--- src/abu_pkg.sv ---
package abu_pkg;
    // register byte addresses on the apb window
    localparam logic [7:0] ABU_OFS_STATUS_CONTROL = 8'h00;
    localparam logic [7:0] ABU_OFS_ADDRESS_HIGH   = 8'h04;
    localparam logic [7:0] ABU_OFS_ADDRESS_LOW    = 8'h08;
    localparam logic [7:0] ABU_OFS_WAIT_STATUS    = 8'h0C;
    localparam logic [7:0] ABU_OFS_FLAG_CONTROL   = 8'h10;
    localparam logic [7:0] ABU_OFS_IRQ_STATUS     = 8'h14;
    localparam logic [7:0] ABU_OFS_IRQ_MASK       = 8'h18;
    // field positions
    localparam int ABU_BIT_ENABLE       = 7;
    localparam int ABU_BIT_ACTIVE       = 6;
    localparam int ABU_BIT_WAIT_FLAG    = 1;
    localparam int ABU_BIT_CLEAR_ENABLE = 7;
    // interrupt status bits
    localparam int ABU_IRQ_HIT    = 0;
    localparam int ABU_IRQ_SOFT   = 1;
    localparam int ABU_IRQ_WAKE   = 2;
    localparam int ABU_IRQ_RETURN = 3;
    localparam int ABU_IRQ_NUM    = 4;
    // reset values
    localparam logic [7:0]  ABU_RST_BYTE = 8'h00;
    localparam logic [15:0] ABU_RST_ADDR = 16'h0000;
    // break vectors
    localparam logic [15:0] ABU_VEC_NORMAL  = 16'hFFFC;
    localparam logic [15:0] ABU_VEC_MONITOR = 16'hFEFC;
    // break sequencer states, one-hot
    typedef enum logic [2:0] {
        ABU_IDLE   = 3'b001,
        ABU_REQ    = 3'b010,
        ABU_BREAK  = 3'b100
    } abu_state_t;
endpackage : abu_pkg

--- src/abu_cmp_if.sv ---
`timescale 1ns/1ps
`default_nettype none
// link between the register file and the address comparator
interface abu_cmp_if;
    logic [15:0] breakAddr;
    logic        enable;
    logic        hit;
    modport regs (output breakAddr, output enable, input hit);
    modport cmp  (input breakAddr, input enable, output hit);
endinterface : abu_cmp_if
`default_nettype wire

--- src/abu_top.sv ---
// The implementer's own choices: the APB interface to the registers and the register offsets.
`timescale 1ns/1ps
`default_nettype none
// Summary of operation
// address match with breaks enabled raises a break request
// break forces the swi opcode; vector fffc, or fefc in monitor mode
// writing one to the active bit breaks before next instruction
// break on opcode address holds that instruction until routine ends
// break on operand address lets the instruction finish first
// return from interrupt in the routine ends the break state
// match sets active bit; reset or software zero clears it
// enable bit seven gates full sixteen-bit match; reset clears it
// high and low address byte registers, cleared on reset
// active bit cleared, same address: no rebreak on return; the code re-arms on a cleared active bit alone
// new address and cleared active bit allow repeated breaks
// timers halt while a break is in progress
// watchdog held off in break when test voltage is on reset pin
// wait flag shows wait exit by break; cleared by writing zero
// in break, status clears allowed only when clear enable is set
// comparator keeps working in wait mode and wakes the cpu
// debugger should aim break address at an opcode
// only fetch addresses compare; new address applies after the write
module abu_top
    import abu_pkg::*;
(
    input  wire logic        mclk,
    input  wire logic        rst_n,
    // apb slave
    input  wire logic        psel,
    input  wire logic        penable,
    input  wire logic        pwrite,
    input  wire logic [7:0]  paddr,
    input  wire logic [31:0] pwdata,
    output logic [31:0]      prdata,
    output logic             pready,
    output logic             pslverr,
    // cpu side, same clock
    input  wire logic [15:0] fetchAddr,
    input  wire logic        fetchValid,
    input  wire logic        fetchOpcode,
    input  wire logic        instrBoundary,
    input  wire logic        returnFromInterrupt,
    input  wire logic        cpuInWait,
    input  wire logic        monitorMode,
    // test voltage sense on the reset pin, asynchronous
    input  wire logic        testVoltageLevel,
    // to system integration logic
    output logic             breakRequest,
    output logic             forceSoftwareInterruptOpcode,
    output logic [15:0]      breakVector,
    output logic             waitWake,
    output logic             timerFreeze,
    output logic             watchdogHold,
    output logic             statusClearAllowed,
    output logic             breakState,
    output logic             irq
);
    // ****************************************************************
    // signals
    // ****************************************************************
    abu_state_t  state_reg;
    abu_state_t  state_next;
    logic [7:0]  addrHigh_reg;
    logic [7:0]  addrLow_reg;
    logic        enable_reg;
    logic        active_reg;
    logic        waitFlag_reg;
    logic        clearEnable_reg;
    logic        pendOperand_reg;
    logic        tvMeta_reg;
    logic        tvSync_reg;
    logic [ABU_IRQ_NUM-1:0] irqStatus_reg;
    logic [ABU_IRQ_NUM-1:0] irqMask_reg;
    logic [ABU_IRQ_NUM-1:0] irqEvent;
    logic        wrAccess;
    logic        rdAccess;
    logic        softBreak;
    logic        hitNow;
    logic        mapped;
    logic [7:0]  rdByte;
    abu_cmp_if   cmpLink();

    // ****************************************************************
    // apb decode
    // ****************************************************************
    // zero wait states: every access completes in its first access cycle
    assign pready   = 1'b1;
    assign wrAccess = psel && penable && pwrite;
    assign rdAccess = psel && penable && !pwrite;
    assign mapped   = (paddr == ABU_OFS_STATUS_CONTROL) || (paddr == ABU_OFS_ADDRESS_HIGH) ||
                      (paddr == ABU_OFS_ADDRESS_LOW) || (paddr == ABU_OFS_WAIT_STATUS) ||
                      (paddr == ABU_OFS_FLAG_CONTROL) || (paddr == ABU_OFS_IRQ_STATUS) ||
                      (paddr == ABU_OFS_IRQ_MASK);
    assign pslverr  = psel && penable && !mapped;
    // software break
    assign softBreak = wrAccess && (paddr == ABU_OFS_STATUS_CONTROL) &&
                       pwdata[ABU_BIT_ACTIVE] && !active_reg;

    // ****************************************************************
    // comparator
    // ****************************************************************
    // registered address, so a write applies from the next fetch on
    assign cmpLink.breakAddr = {addrHigh_reg, addrLow_reg};
    // enable gates the compare
    assign cmpLink.enable    = enable_reg;
    // a stale match does not retrigger while active is held; clearing it re-arms the same address
    // a fresh address plus a cleared active bit re-arms the compare
    assign hitNow = cmpLink.hit && (state_reg == ABU_IDLE) && !active_reg;

    abu_comparator u_cmp (
        .link       (cmpLink.cmp),
        .fetchAddr  (fetchAddr),
        .fetchValid (fetchValid)
    );

    // ****************************************************************
    // test voltage synchroniser
    // ****************************************************************
    always_ff @(posedge mclk) begin
        if (!rst_n) begin
            tvMeta_reg <= 1'b0;
            tvSync_reg <= 1'b0;
        end else begin
            tvMeta_reg <= testVoltageLevel;
            tvSync_reg <= tvMeta_reg;
        end
    end

    // ****************************************************************
    // break sequencer
    // ****************************************************************
    // next state of the break sequence
    always_comb begin
        state_next = state_reg;
        case (state_reg)
            ABU_IDLE: begin
                // match raises request
                if (hitNow || softBreak)
                    state_next = ABU_REQ;
            end
            ABU_REQ: begin
                // wait for instruction boundary
                if (instrBoundary)
                    state_next = ABU_BREAK;
            end
            ABU_BREAK: begin
                // return ends break
                if (returnFromInterrupt)
                    state_next = ABU_IDLE;
            end
            default: state_next = ABU_IDLE;
        endcase
    end

    always_ff @(posedge mclk) begin
        if (!rst_n)
            state_reg <= ABU_IDLE;
        else
            state_reg <= state_next;
    end

    // opcode hit takes effect at once, operand hit after the instruction
    always_ff @(posedge mclk) begin
        if (!rst_n)
            pendOperand_reg <= 1'b0;
        else if (state_reg == ABU_IDLE && (hitNow || softBreak))
            pendOperand_reg <= hitNow && !fetchOpcode;
    end

    // ****************************************************************
    // outputs to the system integration logic
    // ****************************************************************
    // request level while pending
    assign breakRequest = (state_reg == ABU_REQ);
    // swi injection; opcode hit replaces the opcode itself
    assign forceSoftwareInterruptOpcode = (state_reg == ABU_REQ) &&
                                          (instrBoundary || !pendOperand_reg);
    // vector selection
    assign breakVector = monitorMode ? ABU_VEC_MONITOR : ABU_VEC_NORMAL;
    assign breakState  = (state_reg == ABU_BREAK);
    // wake the cpu out of wait
    assign waitWake    = breakRequest && cpuInWait;
    // timer freeze
    assign timerFreeze = (state_reg != ABU_IDLE);
    // watchdog hold
    assign watchdogHold = breakState && tvSync_reg;
    // clear protection
    assign statusClearAllowed = !breakState || clearEnable_reg;

    // ****************************************************************
    // registers
    // ****************************************************************
    // break address bytes
    always_ff @(posedge mclk) begin
        if (!rst_n) begin
            addrHigh_reg <= ABU_RST_BYTE;
            addrLow_reg  <= ABU_RST_BYTE;
        end else if (wrAccess && paddr == ABU_OFS_ADDRESS_HIGH) begin
            addrHigh_reg <= pwdata[7:0];
        end else if (wrAccess && paddr == ABU_OFS_ADDRESS_LOW) begin
            addrLow_reg <= pwdata[7:0];
        end
    end

    // enable bit, cleared on reset
    always_ff @(posedge mclk) begin
        if (!rst_n)
            enable_reg <= 1'b0;
        else if (wrAccess && paddr == ABU_OFS_STATUS_CONTROL)
            enable_reg <= pwdata[ABU_BIT_ENABLE];
    end

    // active bit: hardware set wins over software clear
    always_ff @(posedge mclk) begin
        if (!rst_n)
            active_reg <= 1'b0;
        else if (hitNow)
            active_reg <= 1'b1;
        else if (wrAccess && paddr == ABU_OFS_STATUS_CONTROL)
            active_reg <= pwdata[ABU_BIT_ACTIVE];
    end

    // wait exit flag; a set in the clearing cycle wins
    always_ff @(posedge mclk) begin
        if (!rst_n)
            waitFlag_reg <= 1'b0;
        else if (waitWake)
            waitFlag_reg <= 1'b1;
        else if (wrAccess && paddr == ABU_OFS_WAIT_STATUS && !pwdata[ABU_BIT_WAIT_FLAG])
            waitFlag_reg <= 1'b0;
    end

    // clear enable bit
    always_ff @(posedge mclk) begin
        if (!rst_n)
            clearEnable_reg <= 1'b0;
        else if (wrAccess && paddr == ABU_OFS_FLAG_CONTROL)
            clearEnable_reg <= pwdata[ABU_BIT_CLEAR_ENABLE];
    end

    // ****************************************************************
    // interrupt status and mask
    // ****************************************************************
    assign irqEvent[ABU_IRQ_HIT]    = hitNow;
    assign irqEvent[ABU_IRQ_SOFT]   = softBreak;
    assign irqEvent[ABU_IRQ_WAKE]   = waitWake && !waitFlag_reg;
    assign irqEvent[ABU_IRQ_RETURN] = breakState && returnFromInterrupt;

    // sticky bits, write one to clear, event wins over clear
    generate
        for (genvar i = 0; i < ABU_IRQ_NUM; i++) begin : g_irq
            always_ff @(posedge mclk) begin
                if (!rst_n)
                    irqStatus_reg[i] <= 1'b0;
                else if (irqEvent[i])
                    irqStatus_reg[i] <= 1'b1;
                else if (wrAccess && paddr == ABU_OFS_IRQ_STATUS && pwdata[i])
                    irqStatus_reg[i] <= 1'b0;
            end
        end
    endgenerate

    always_ff @(posedge mclk) begin
        if (!rst_n)
            irqMask_reg <= '0;
        else if (wrAccess && paddr == ABU_OFS_IRQ_MASK)
            irqMask_reg <= pwdata[ABU_IRQ_NUM-1:0];
    end

    assign irq = |(irqStatus_reg & irqMask_reg);

    // ****************************************************************
    // read mux
    // ****************************************************************
    always_comb begin
        rdByte = ABU_RST_BYTE;
        case (paddr)
            ABU_OFS_STATUS_CONTROL: begin
                rdByte[ABU_BIT_ENABLE] = enable_reg;
                rdByte[ABU_BIT_ACTIVE] = active_reg;
            end
            ABU_OFS_ADDRESS_HIGH: rdByte = addrHigh_reg;
            ABU_OFS_ADDRESS_LOW:  rdByte = addrLow_reg;
            ABU_OFS_WAIT_STATUS:  rdByte[ABU_BIT_WAIT_FLAG] = waitFlag_reg;
            ABU_OFS_FLAG_CONTROL: rdByte[ABU_BIT_CLEAR_ENABLE] = clearEnable_reg;
            ABU_OFS_IRQ_STATUS:   rdByte[ABU_IRQ_NUM-1:0] = irqStatus_reg;
            ABU_OFS_IRQ_MASK:     rdByte[ABU_IRQ_NUM-1:0] = irqMask_reg;
            default:              rdByte = ABU_RST_BYTE;
        endcase
    end

    // read data held in a flop, loaded in the setup cycle
    always_ff @(posedge mclk) begin
        if (!rst_n)
            prdata <= '0;
        else if (psel && !penable && !pwrite)
            prdata <= {24'h000000, rdByte};
    end
endmodule : abu_top
`default_nettype wire

--- src/abu_comparator.sv ---
`timescale 1ns/1ps
`default_nettype none
module abu_comparator
    import abu_pkg::*;
(
    abu_cmp_if.cmp           link,
    input  wire logic [15:0] fetchAddr,
    input  wire logic        fetchValid
);
    // only program fetches take part; opcode or operand fetch both match
    assign link.hit = link.enable && fetchValid && (fetchAddr == link.breakAddr);
endmodule : abu_comparator
`default_nettype wire

--- config.mk ---
export PLATFORM = sky130hd
export DESIGN_NAME = abu_top
export DESIGN_NICKNAME = d
export VERILOG_FILES = /design/src/abu_pkg.sv /design/src/abu_cmp_if.sv /design/src/abu_top.sv /design/src/abu_comparator.sv
export SDC_FILE = /design/constraint.sdc
export NUM_CORES = 1
export LEC_CHECK = 0
export ABC_AREA = 1
export ABC_CLOCK_PERIOD_IN_PS = 1300
export BUFFER_PORTS_ARGS = -buffer_cell sky130_fd_sc_hd__buf_2
export CAP_MARGIN = 30
export CORE_ASPECT_RATIO = 0.8
export CORE_MARGIN = 1
export CORE_UTILIZATION = 40
export DETAILED_ROUTE_END_ITERATION = 7
export PLACE_DENSITY = 0.7
export SLEW_MARGIN = 40
export SYNTH_ARGS = -nofsm -noshare
export SYNTH_HDL_FRONTEND = slang
export SYNTH_HIERARCHICAL = 1
export SYNTH_SLANG_ARGS = --single-unit
--- constraint.sdc ---
create_clock -name mclk -period 1.3 [get_ports mclk]
set_input_delay 0.195 -clock mclk [delete_from_list [all_inputs] [get_ports mclk]]
set_output_delay 0.195 -clock mclk [all_outputs]
set_load 0.005 [all_outputs]
==> metrics.md, run 1 <==
| Metric | Value |
|---|---|
| Status | `complete, but fails checks` |
| Failing checks | `negative setup slack` |
| Tmin final | `1.41 ns` |
| Final Setup Violations | `9` |
| Top cell type's share of synthesized area | `0.318` |
| Root Driver | `clkbuf_8` |
| Num CTS Buffers | `5` |
| Initial drt markers | `119` |
| Required @ worst endpoint | `1.11 ns` |
| Fill cells | `623` |
| Clock Skew | `0.00486 ns` |
| Distinct cell type count after synthesis | `43` |
| Rows | `26` |
| Nets | `531` |
| Final ANT Viol Nets | `0` |
| Share of cells above drive strength 1 | `0.374` |
| Gr ovfl total | `0` |
| # diodes | `0` |
| Vias in the first global route | `2179` |
| Final Slew Violations | `0` |
| Via density | `4.58` |
| Chip height | `74.7 µm` |
| Slowest stage cell, crit path | `dfxtp_2` |
| Initial Util | `0.414` |
| WL/cell | `11.8 µm` |
| Final WL | `6440 µm` |
| Area Growth Syn to Fin | `26.8%` |
| Initial antenna violation count | `0` |
| # IOs | `126` |
| #FFs+latches synth | `42` |
| First-pass iteration count of the detailed router | `4` |
| RSZ-0062 raised after global routing | `yes` |
| Final worst setup slack | `-0.114 ns` |
| Average size of a mapped cell | `7.26 µm²` |
| Largest net degree at the start of global routing | `30` |
| Hold Path Class | `input port to flop` |
| Max incr delay on CP | `0.38 ns` |
| # DRC | `0` |
| Max frequency | `707 MHz` |
| Clock transition at the registers of the reported paths | `0.08 ns` |
| Tcrit/Tclk final | `1.09` |
| Gp weighted congestion | `0.795` |
| Crit path cell chain | `inv_4 -> nor3_4 -> buf_6 -> inv_2 -> buf_2` |
| Setup TNS | `-0.721 ns` |
| Core region area | `0.00638 mm²` |
| Area of the multi-input gates | `0.00144 mm²` |
| First-pass GRT wire length | `10000 µm` |
| Overall Global Routing Usage | `0.186` |
| Port Buffers | `61` |
| Vias | `2504` |
| Die width | `92.9 µm` |
| Register area | `853 µm²` |
| Power Dens Cells | `715 mW/mm²` |
| Seq/Total Area, Yosys | `0.318` |
| Final HPWL DP | `4960 µm` |
| Hold Violations, Final | `0` |
| Die area | `0.00694 mm²` |
| H-tree depth | `2` |
| Leading area contributor after synthesis | `dfxtp_1` |
| Yosys Warn Count | `6` |
| Worst-skew pair later-pin latency | `0.29 ns` |
| Max-Cap Viols | `0` |
| WP data arrival | `1.22 ns` |
| Pleak | `1.71 nW` |
| Worst setup EP type | `primary output` |
| Worst Path Max Fanout | `2` |
| CTS Buffer Depth | `2` |
| Setup CP Type | `flop to primary output` |
| Synth Instances | `364` |
| Sink Count | `42` |
| Top post-synthesis cells by area | `dfxtp_1 32%, buf_4 12%, nand2_1 10%` |
| Mapped Area | `0.00264 mm²` |
| Final core occ | `0.525` |
| TritonCTS clock tree | `yes` |
| Critical Path Start Type | `flop` |
| Peak VDD IR | `641 µV` |
==> synth_stat cells (all sizes together) <==
cell type / number
a21oi: 34
a41oi: 1
nand2: 79
o221a: 1
o22ai: 2
or2: 2
inv: 49
o211ai: 2
a211oi: 1
nor3: 3
dfxtp: 42
o311ai: 1
nand3: 18
nor2: 29
a31oi: 3
buf: 45
xnor2: 4
a21boi: 1
clkbuf: 3
clkinv: 4
xor2: 2
conb: 2
o21ai: 30
nand4: 6
==> routing by layer <==
layer  global-route usage  up-vias  wire, µm
li1                     -     1279         -
met1                0.244     1126      3000
met2                0.319       93      2980
met3               0.0384        6       411
met4               0.0479        0        54
met5                    0        -         0
==> cell usage in the layout, fill, tap and decap left out, drive strengths merged <==
cell	count
a211oi	1
a21boi	1
a21oi	34
a31oi	3
a41oi	1
buf	102
clkbuf	7
clkinv	4
conb	40
dfxtp	42
inv	49
nand2	79
nand3	18
nand4	6
nor2	29
nor3	3
o211ai	2
o21ai	30
o221a	1
o22ai	2
o311ai	1
or2	2
xnor2	4
xor2	2
==> through the flow <==
stage,area (µm²),hold slack (ns),power (mW),cells,setup slack (ns)
2_1_floorplan,2790,0.293,1.57,402,0.00236
3_3_place_gp,3110,0.379,1.61,535,-0.116
3_5_place_dp,3110,0.385,1.61,535,-0.163
4_1_cts,3270,0.0815,2.41,545,-0.117
5_1_grt,3350,0.0889,2.50,547,-0.193
6_report,3350,0.0831,2.40,547,-0.114
==> cells by family after synthesis <==
kind of cell | after synthesis | synth area share
DFF | 42 | 0.318
xor gates and xnor gates | 6 | 0.0199
buffers and inverters | 101 | 0.217
other | 2 | 0.00284
AOI/OAI and AO/OA | 76 | 0.164
and+or+nand+nor | 137 | 0.278
==> path summary, 6_finish.rpt <==
kind	cells past startpoint	endpoint	start	slack (ns)
hold / removal	3	tvMeta_reg	testVoltageLevel	0.08
hold reg to reg	2	tvSync_reg	tvMeta_reg	0.42
setup / recovery	5	timerFreeze	state_reg[0]	-0.11
setup reg to reg	10	state_reg[2]	addrHigh_reg[3]	-0.09
==> where the power goes <==
part / internal, mW / switching (mW)
combinational: 0.121 / 0.180
clock: 0.370 / 0.424
sequential: 1.30 / 0.00440
==> cell type report <==
cell class	instances	share of cell area
tap	84	0.0314
sequential	42	0.255
clock buffer	7	0.0228
timing repair buffer	102	0.195
multi-input combinational	259	0.431
inverter	53	0.0650
==> what timing repair did <==
| item | CTS | global route |
|---|---|---|
| pin swaps | 11 | 6 |
| endpoints found under the setup margin | 14 | 14 |
| gates resized for setup | 20 | 16 |
| setup buffers | 3 | 2 |
| hold buffers | 0 | 0 |
==> critical path, delay by kind of cell, from the launching register on <==
family	cells	cell delay [ns]
flops	1	0.38
buf+inv	4	0.32
simple gates	1	0.22
Power figures use the tool's default switching activity.
==> run 2: changes to the inputs <==
- RECOVER_POWER: unset -> 25
==> run 2 against run 1 <==
Against the previous run: the run still ends with negative setup slack left; sequential power about the same; global-route usage unchanged; clock skew about the same; non-clock buffer count unchanged; power down 0.15%; count of clock-buffer cells in the layout unchanged; worst hold slack about the same; sequential cell count unchanged; clock power about the same; sequential share of layout area up 0.086 points; critical path type unchanged; critical endpoint unchanged.
==> metrics.md, run 2 (synthesized netlist as in run 1, its figures left out) <==
| Metric | Value |
|---|---|
| Root Driver | `clkbuf_8` |
| TritonCTS clock tree | `yes` |
| Initial antenna violation count | `0 (unchanged)` |
| Final WL | `6460 µm (+0.29%)` |
| Vias | `2497 (-0.28%)` |
| RSZ-0062 raised after global routing | `yes` |
| Max incr delay on CP | `0.38 ns (about the same)` |
| Critical Path Start Type | `flop` |
| Status | `complete, but fails checks` |
| Final Setup Violations | `9 (unchanged)` |
| Placement Cell Area | `0.00311 mm² (unchanged)` |
| Placed cells | `535 (unchanged)` |
| Final core occ | `0.524 (-0.00177)` |
| Tcrit/Tclk final | `1.09 (-0.00113)` |
| Clock transition at the registers of the reported paths | `0.08 ns (about the same)` |
| Die area | `0.00694 mm² (unchanged)` |
| Power Dens Cells | `716 mW/mm² (+0.18%)` |
| Peak VDD IR | `638 µV (-0.44%)` |
| Hold Violations, Final | `0 (unchanged)` |
| Final HPWL DP | `4960 µm (unchanged)` |
| Max frequency | `708 MHz (+0.10%)` |
| Crit path cell chain | `inv_4 -> nor3_4 -> buf_6 -> inv_2 -> buf_2` |
| # IOs | `126 (unchanged)` |
| Chip height | `74.7 µm (unchanged)` |
| Gr ovfl total | `0 (unchanged)` |
| Overall Global Routing Usage | `0.186 (unchanged)` |
| Crit path buf inv count | `4 (unchanged)` |
| H-tree depth | `2 (unchanged)` |
| Required @ worst endpoint | `1.11 ns (about the same)` |
| WL/cell | `11.8 µm (+0.29%)` |
| CTS Buffer Depth | `2 (unchanged)` |
| Share of cells above drive strength 1 | `0.359 (-0.0151)` |
| Vias in the first global route | `2179 (unchanged)` |
| Tmin final | `1.41 ns (-0.00147 ns)` |
| Area of all placed cells without fillers | `0.00334 mm² (-0.34%)` |
| Final std cells w/o fill | `547 (unchanged)` |
| Total power | `2.39 mW (-0.15%)` |
| Num CTS Buffers | `5 (unchanged)` |
| Initial Util | `0.414 (unchanged)` |
| Worst Path Max Fanout | `2 (unchanged)` |
| Clock Skew | `0.00471 ns (-0.000149 ns)` |
| Pre-CTS setup slack | `-0.163 ns (unchanged)` |
| Area Growth Syn to Fin | `26.3%` |
| Fill cells | `621 (-0.32%)` |
| Setup CP Type | `flop to primary output` |
| Pleak | `1.68 nW (-1.7%)` |
| Routed metal-1 wire length | `3020 µm (+0.87%)` |
| Gp weighted congestion | `0.795 (unchanged)` |
| Largest net degree at the start of global routing | `30 (unchanged)` |
| Slowest stage cell, crit path | `dfxtp_2` |
| Top routing layer in use | `met4` |
| Most frequent cells in the layout | `70 x nand2_1, 49 x buf_2, 40 x conb_1, 40 x buf_4, 36 x inv_1` |
| Sink Count | `42 (unchanged)` |
| Max-Cap Viols | `0 (unchanged)` |
| Final worst setup slack | `-0.113 ns (+0.00147 ns)` |
| First-pass iteration count of the detailed router | `4 (unchanged)` |
| Post-CTS Hold Fix Bufs | `0 (unchanged)` |
| # DRC | `0 (unchanged)` |
| Met2 WL | `2990 µm (+0.24%)` |
| Failing checks | `negative setup slack` |
| Met3 Routed Length | `397 µm (-3.4%)` |
| Initial drt markers | `101 (-15%)` |
| Port Buffers | `61 (unchanged)` |
| Final Slew Violations | `0 (unchanged)` |
| Nets | `531 (unchanged)` |
| Worst setup EP type | `primary output` |
| Hold Path Class | `input port to flop` |
| Rows | `26 (unchanged)` |
| Worst-skew pair later-pin latency | `0.29 ns (about the same)` |
| Via density | `4.56 (-0.28%)` |
| # diodes | `0 (unchanged)` |
| First-pass GRT wire length | `10000 µm (unchanged)` |
| Final ANT Viol Nets | `0 (unchanged)` |
| Core region area | `0.00638 mm² (unchanged)` |
| WP data arrival | `1.22 ns (about the same)` |
| Die width | `92.9 µm (unchanged)` |
| Commonest non-fill, non-tap cell in the layout | `nand2_1` |
| CP delay by family, top | `flip-flops` |
==> run 2: power by group <==
group	leakage, nW	switching, mW	total [mW]	internal [mW]
registers	0.343	0.00456	1.30	1.30
logic	1.30	0.181	0.299	0.119
clock network	0.0383	0.422	0.792	0.370
total	1.68	0.607	2.39	1.78
==> run 2: worst min-delay path, delay by kind of cell <==
family,cells,cell delay (ns)
buf+inv,2,0.11
simple gates,1,0.04
==> run 2: layout make-up <==
class / count / area (µm²) / share of cell area
flip-flops and latches: 42 / 853 / 0.256
inverters: 53 / 218 / 0.0652
clock buffers: 7 / 76.3 / 0.0229
well taps: 84 / 105 / 0.0315
multi-input cells: 259 / 1440 / 0.432
repair buffers: 102 / 643 / 0.193
==> run 2: path summary, 6_finish.rpt <==
kind                     from      endpoint  slack (ns)  cells after the start
max reg2reg   addrHigh_reg[3]  state_reg[2]       -0.10                     10
min reg2reg        tvMeta_reg    tvSync_reg        0.42                      2
max              state_reg[0]   timerFreeze       -0.11                      5
min          testVoltageLevel    tvMeta_reg        0.08                      3
==> run 2: per-stage QoR <==
step,hold WS (ns),TNS (ns)
5_1_grt,0.0889,-1.78
2_1_floorplan,0.293,0
3_3_place_gp,0.379,-0.594
3_5_place_dp,0.385,-0.984
4_1_cts,0.0815,-0.978
6_report,0.0833,-0.725
==> run 2: per-layer routing <==
metal  track usage  vias to the layer above
li1              -                     1279
met1         0.244                     1124
met2         0.319                       88
met3        0.0384                        6
met4        0.0479                        0
met5             0                        -
==> run 2: repair_timing <==
action                                  in CTS  in global routing
resized for setup                           20                 16
setup buffers                                3                  2
endpoints found under the setup margin      14                 14
pin swaps                                   11                  6
==> run 3: changes to the inputs <==
- ABC_AREA: 1 -> unset
- BUFFER_PORTS_ARGS: -buffer_cell sky130_fd_sc_hd__buf_2 -> -buffer_cell sky130_fd_sc_hd__buf_4
- CTS_CLUSTER_SIZE: unset -> 20
- PLACE_DENSITY: 0.7 -> 0.72
==> run 3 against run 2 <==
Against the previous run: the flow still finishes with violations (negative setup slack); combinational power rose by 18%; largest power group unchanged; sequential cell count did not move; core utilization rose by 9.6 points.
==> metrics.md, run 3 <==
| Metric | Value |
|---|---|
| Status | `complete, but fails checks` |
| Failing checks | `negative setup slack` |
| Power Dens Cells | `718 mW/mm² (+0.27%)` |
| Tcrit/Tclk final | `1.71 (+0.620)` |
| TritonCTS clock tree | `yes` |
| Final Setup Violations | `14 (+5)` |
| Distinct cell type count after synthesis | `47 (+9.3%)` |
| Final Slew Violations | `0 (unchanged)` |
| Via density | `4.88 (+7.0%)` |
| Sw Ratio | `0.267 (+0.0135)` |
| RSZ-0062 raised after global routing | `yes` |
| First-pass iteration count of the detailed router | `4 (unchanged)` |
| Critical Path Start Type | `flop` |
| Tmin final | `2.22 ns (+0.806 ns)` |
| Worst Path Max Fanout | `4 (+2)` |
| Comb pwr share | `0.140 (+0.015)` |
| Average size of a mapped cell | `8.83 µm² (+22%)` |
| Gp weighted congestion | `0.841 (+5.8%)` |
| Post-Synth XOR/XNOR Area | `0.0579 (+0.0380)` |
| Simple-Gate Fraction of Synth Area | `0.198 (-0.0804)` |
| H-tree depth | `2 (unchanged)` |
| Seq/Total Area, Yosys | `0.347 (+0.0293)` |
| Final ANT Viol Nets | `0 (unchanged)` |
| Pre-CTS setup slack | `-0.967 ns (-0.804 ns)` |
| Area Growth Syn to Fin | `44.6%` |
| Largest family of logic cells by synthesized area | `simple AND/OR/NAND/NOR gates` |
| Fin Hold WS | `0.0900 ns (+0.00664 ns)` |
| Synth Area in Compound Gates | `0.123 (-0.0418)` |
| Nets | `451 (-15%)` |
| Gr ovfl total | `0 (unchanged)` |
| Pleak | `1.54 nW (-8.4%)` |
| Main synth FF type | `dfxtp_1` |
| Leading area contributor after synthesis | `dfxtp_1` |
| Commonest non-fill, non-tap cell in the layout | `buf_4` |
| # DRC | `0 (unchanged)` |
| Hold Path Class | `input port to flop` |
| CP delay by family, top | `simple AND/OR/NAND/NOR gates` |
| HP Start | `testVoltageLevel` |
| Post-synthesis mux area share | `0.112 (+0.112)` |
| Hold Violations, Final | `0 (unchanged)` |
| Initial drt markers | `140 (+39%)` |
| WL/cell | `14.2 µm (+20%)` |
| Post-synth top cells | `42 x buf_4, 42 x dfxtp_1, 27 x nor2_1` |
| Post-synth ARST share | `0 (unchanged)` |
| Worst Hold End | `tvMeta_reg` |
| Max incr delay on CP | `0.52 ns (+0.14 ns)` |
| Max frequency | `451 MHz (-36%)` |
| Share of power burned in registers | `0.514 (-0.030)` |
| First-pass GRT wire length | `10300 µm (+3.0%)` |
| Number of flops mapped to enable cells by yosys | `0 (unchanged)` |
| Vias in the first global route | `2177 (-0.092%)` |
| Initial antenna violation count | `0 (unchanged)` |
| Root Driver | `clkbuf_8` |
| Die area | `0.00637 mm² (-8.2%)` |
| Internal Pwr Total | `1.84 mW (+3.2%)` |
| Peak VDD IR | `600 µV (-6.0%)` |
| # IOs | `126 (unchanged)` |
| FF-to-FF setup slack | `-0.92 ns (-0.82 ns)` |
| Initial Util | `0.429 (+0.0142)` |
| Most frequent cells in the layout | `91 x buf_4, 40 x conb_1, 27 x dfxtp_1` |
| Overall Global Routing Usage | `0.217 (+0.0310)` |
| Sink Count | `42 (unchanged)` |
| # diodes | `0 (unchanged)` |
| Top cell type's share of synthesized area | `0.347 (+0.0293)` |
| Post-synthesis adder-cell area fraction | `0 (unchanged)` |
| Yosys Warn Count | `6 (unchanged)` |
| Required @ worst endpoint | `1.54 ns (+0.43 ns)` |
| Worst setup EP type | `flop` |
| Die width | `89.0 µm (-4.2%)` |
| Slowest stage cell, crit path | `or4_1` |
| Mapped Area | `0.00242 mm² (-8.4%)` |
| Share of cells above drive strength 1 | `0.443 (+0.0842)` |
| Final core occ | `0.620 (+0.0964)` |
| Crit path cell chain | `xnor2_2 -> nand3_1 -> or4_1 -> nor4_2 -> or3b_4 -> buf_4 -> a2bb2oi_1 -> a21oi_1` |
| Setup CP Type | `flop to flop` |
| Core region area | `0.00565 mm² (-11%)` |
| CTS Buffer Depth | `2 (unchanged)` |
| RR Endpoint | `pendOperand_reg` |
| Chip height | `71.6 µm (-4.2%)` |
| Synth Instances | `274 (-25%)` |
| Power share of the clock group | `0.346 (+0.015)` |
| Final worst setup slack | `-0.919 ns (-0.806 ns)` |
| Final HPWL DP | `5130 µm (+3.3%)` |
| Clock Skew | `0.00367 ns (-0.00104 ns)` |
| Hold Path Depth | `2 (-1)` |
| Setup TNS | `-5.98 ns (-5.26 ns)` |
| Crit path buf inv count | `1 (-3)` |
| Vias | `2256 (-9.7%)` |
| Largest net degree at the start of global routing | `25 (-17%)` |
| Worst-skew pair later-pin latency | `0.30 ns (about the same)` |
| R2r startpoint | `addrLow_reg[6]` |
| Max-Cap Viols | `0 (unchanged)` |
| WP data arrival | `2.46 ns (+1.24 ns)` |
| #FFs+latches synth | `42 (unchanged)` |
| Port Buffers | `61 (unchanged)` |
| Final WL | `6570 µm (+1.8%)` |
| Clock transition at the registers of the reported paths | `0.09 ns (about the same)` |
| Top post-synthesis cells by area | `dfxtp_1 35%, buf_4 13%, mux2i_1 11%` |
| Worst r2r path cells | `8 (-2)` |
| Fill cells | `484 (-22%)` |
| Rows | `24 (-7.7%)` |
| Net Sw Power | `0.672 mW (+11%)` |
| Total power | `2.51 mW (+5.1%)` |
| Num CTS Buffers | `5 (unchanged)` |
run 3: metal layers:
layer | track usage | vias up | part of all wire
met5 | 0 | - | 0
met1 | 0.307 | 1049 | 0.44
met4 | 0.0705 | 0 | 0.017
met2 | 0.336 | 97 | 0.45
li1 | - | 1097 | -
met3 | 0.0403 | 13 | 0.086
run 3: through the flow:
step           cell area, µm²  instances
2_1_floorplan            2630        312
3_3_place_gp             3220        449
3_5_place_dp             3220        449
4_1_cts                  3460        462
5_1_grt                  3500        462
6_report                 3500        462
run 3: worst max path at each step:
stage,startpoint,to,slack (ns),cells past startpoint
finish,addrLow_reg[6],pendOperand_reg,-0.92,8
global route,addrHigh_reg[2],pendOperand_reg,-0.98,8
CTS,addrHigh_reg[2],irqStatus_reg[0],-0.90,7
detailed placement,fetchAddr[10],irqStatus_reg[0],-0.97,8
global placement,fetchAddr[10],irqStatus_reg[0],-0.91,8
floorplan,addrLow_reg[1],irqStatus_reg[0],-0.77,8
run 3: layout make-up:
cell class                      instances  area, µm²  area share
Clock inverter                          3       21.3     0.00608
Timing Repair Buffer                  116        961       0.275
Clock buffer                            5       68.8      0.0197
Multi-Input combinational cell        212       1470       0.419
Tap cell                               78       97.6      0.0279
Inverter                                6       25.0     0.00715
Sequential cell                        42        860       0.246
run 3: what timing repair did:
action,CTS,global route
buffers inserted,5,3
endpoints found under the setup margin,15,18
resized for setup,33,15
hold buffers,0,0
pin swaps,10,6
run 3: power by group through the flow:
stage                     combinational, mW  sequential (mW)  clock, mW
after floorplan                       0.220             1.32          0
after global placement                0.335             1.32          0
after detailed placement              0.338             1.32          0
after CTS                             0.346             1.29      0.889
after global routing                  0.385             1.29      0.946
final                                 0.352             1.29      0.871
run 3: kinds of logic after synthesis:
kind of cell | Yosys count
AOI/OAI and AO/OA | 44
xor gates and xnor gates | 16
buffers and inverters | 58
DFF | 42
muxes | 27
other | 2
and+or+nand+nor | 85
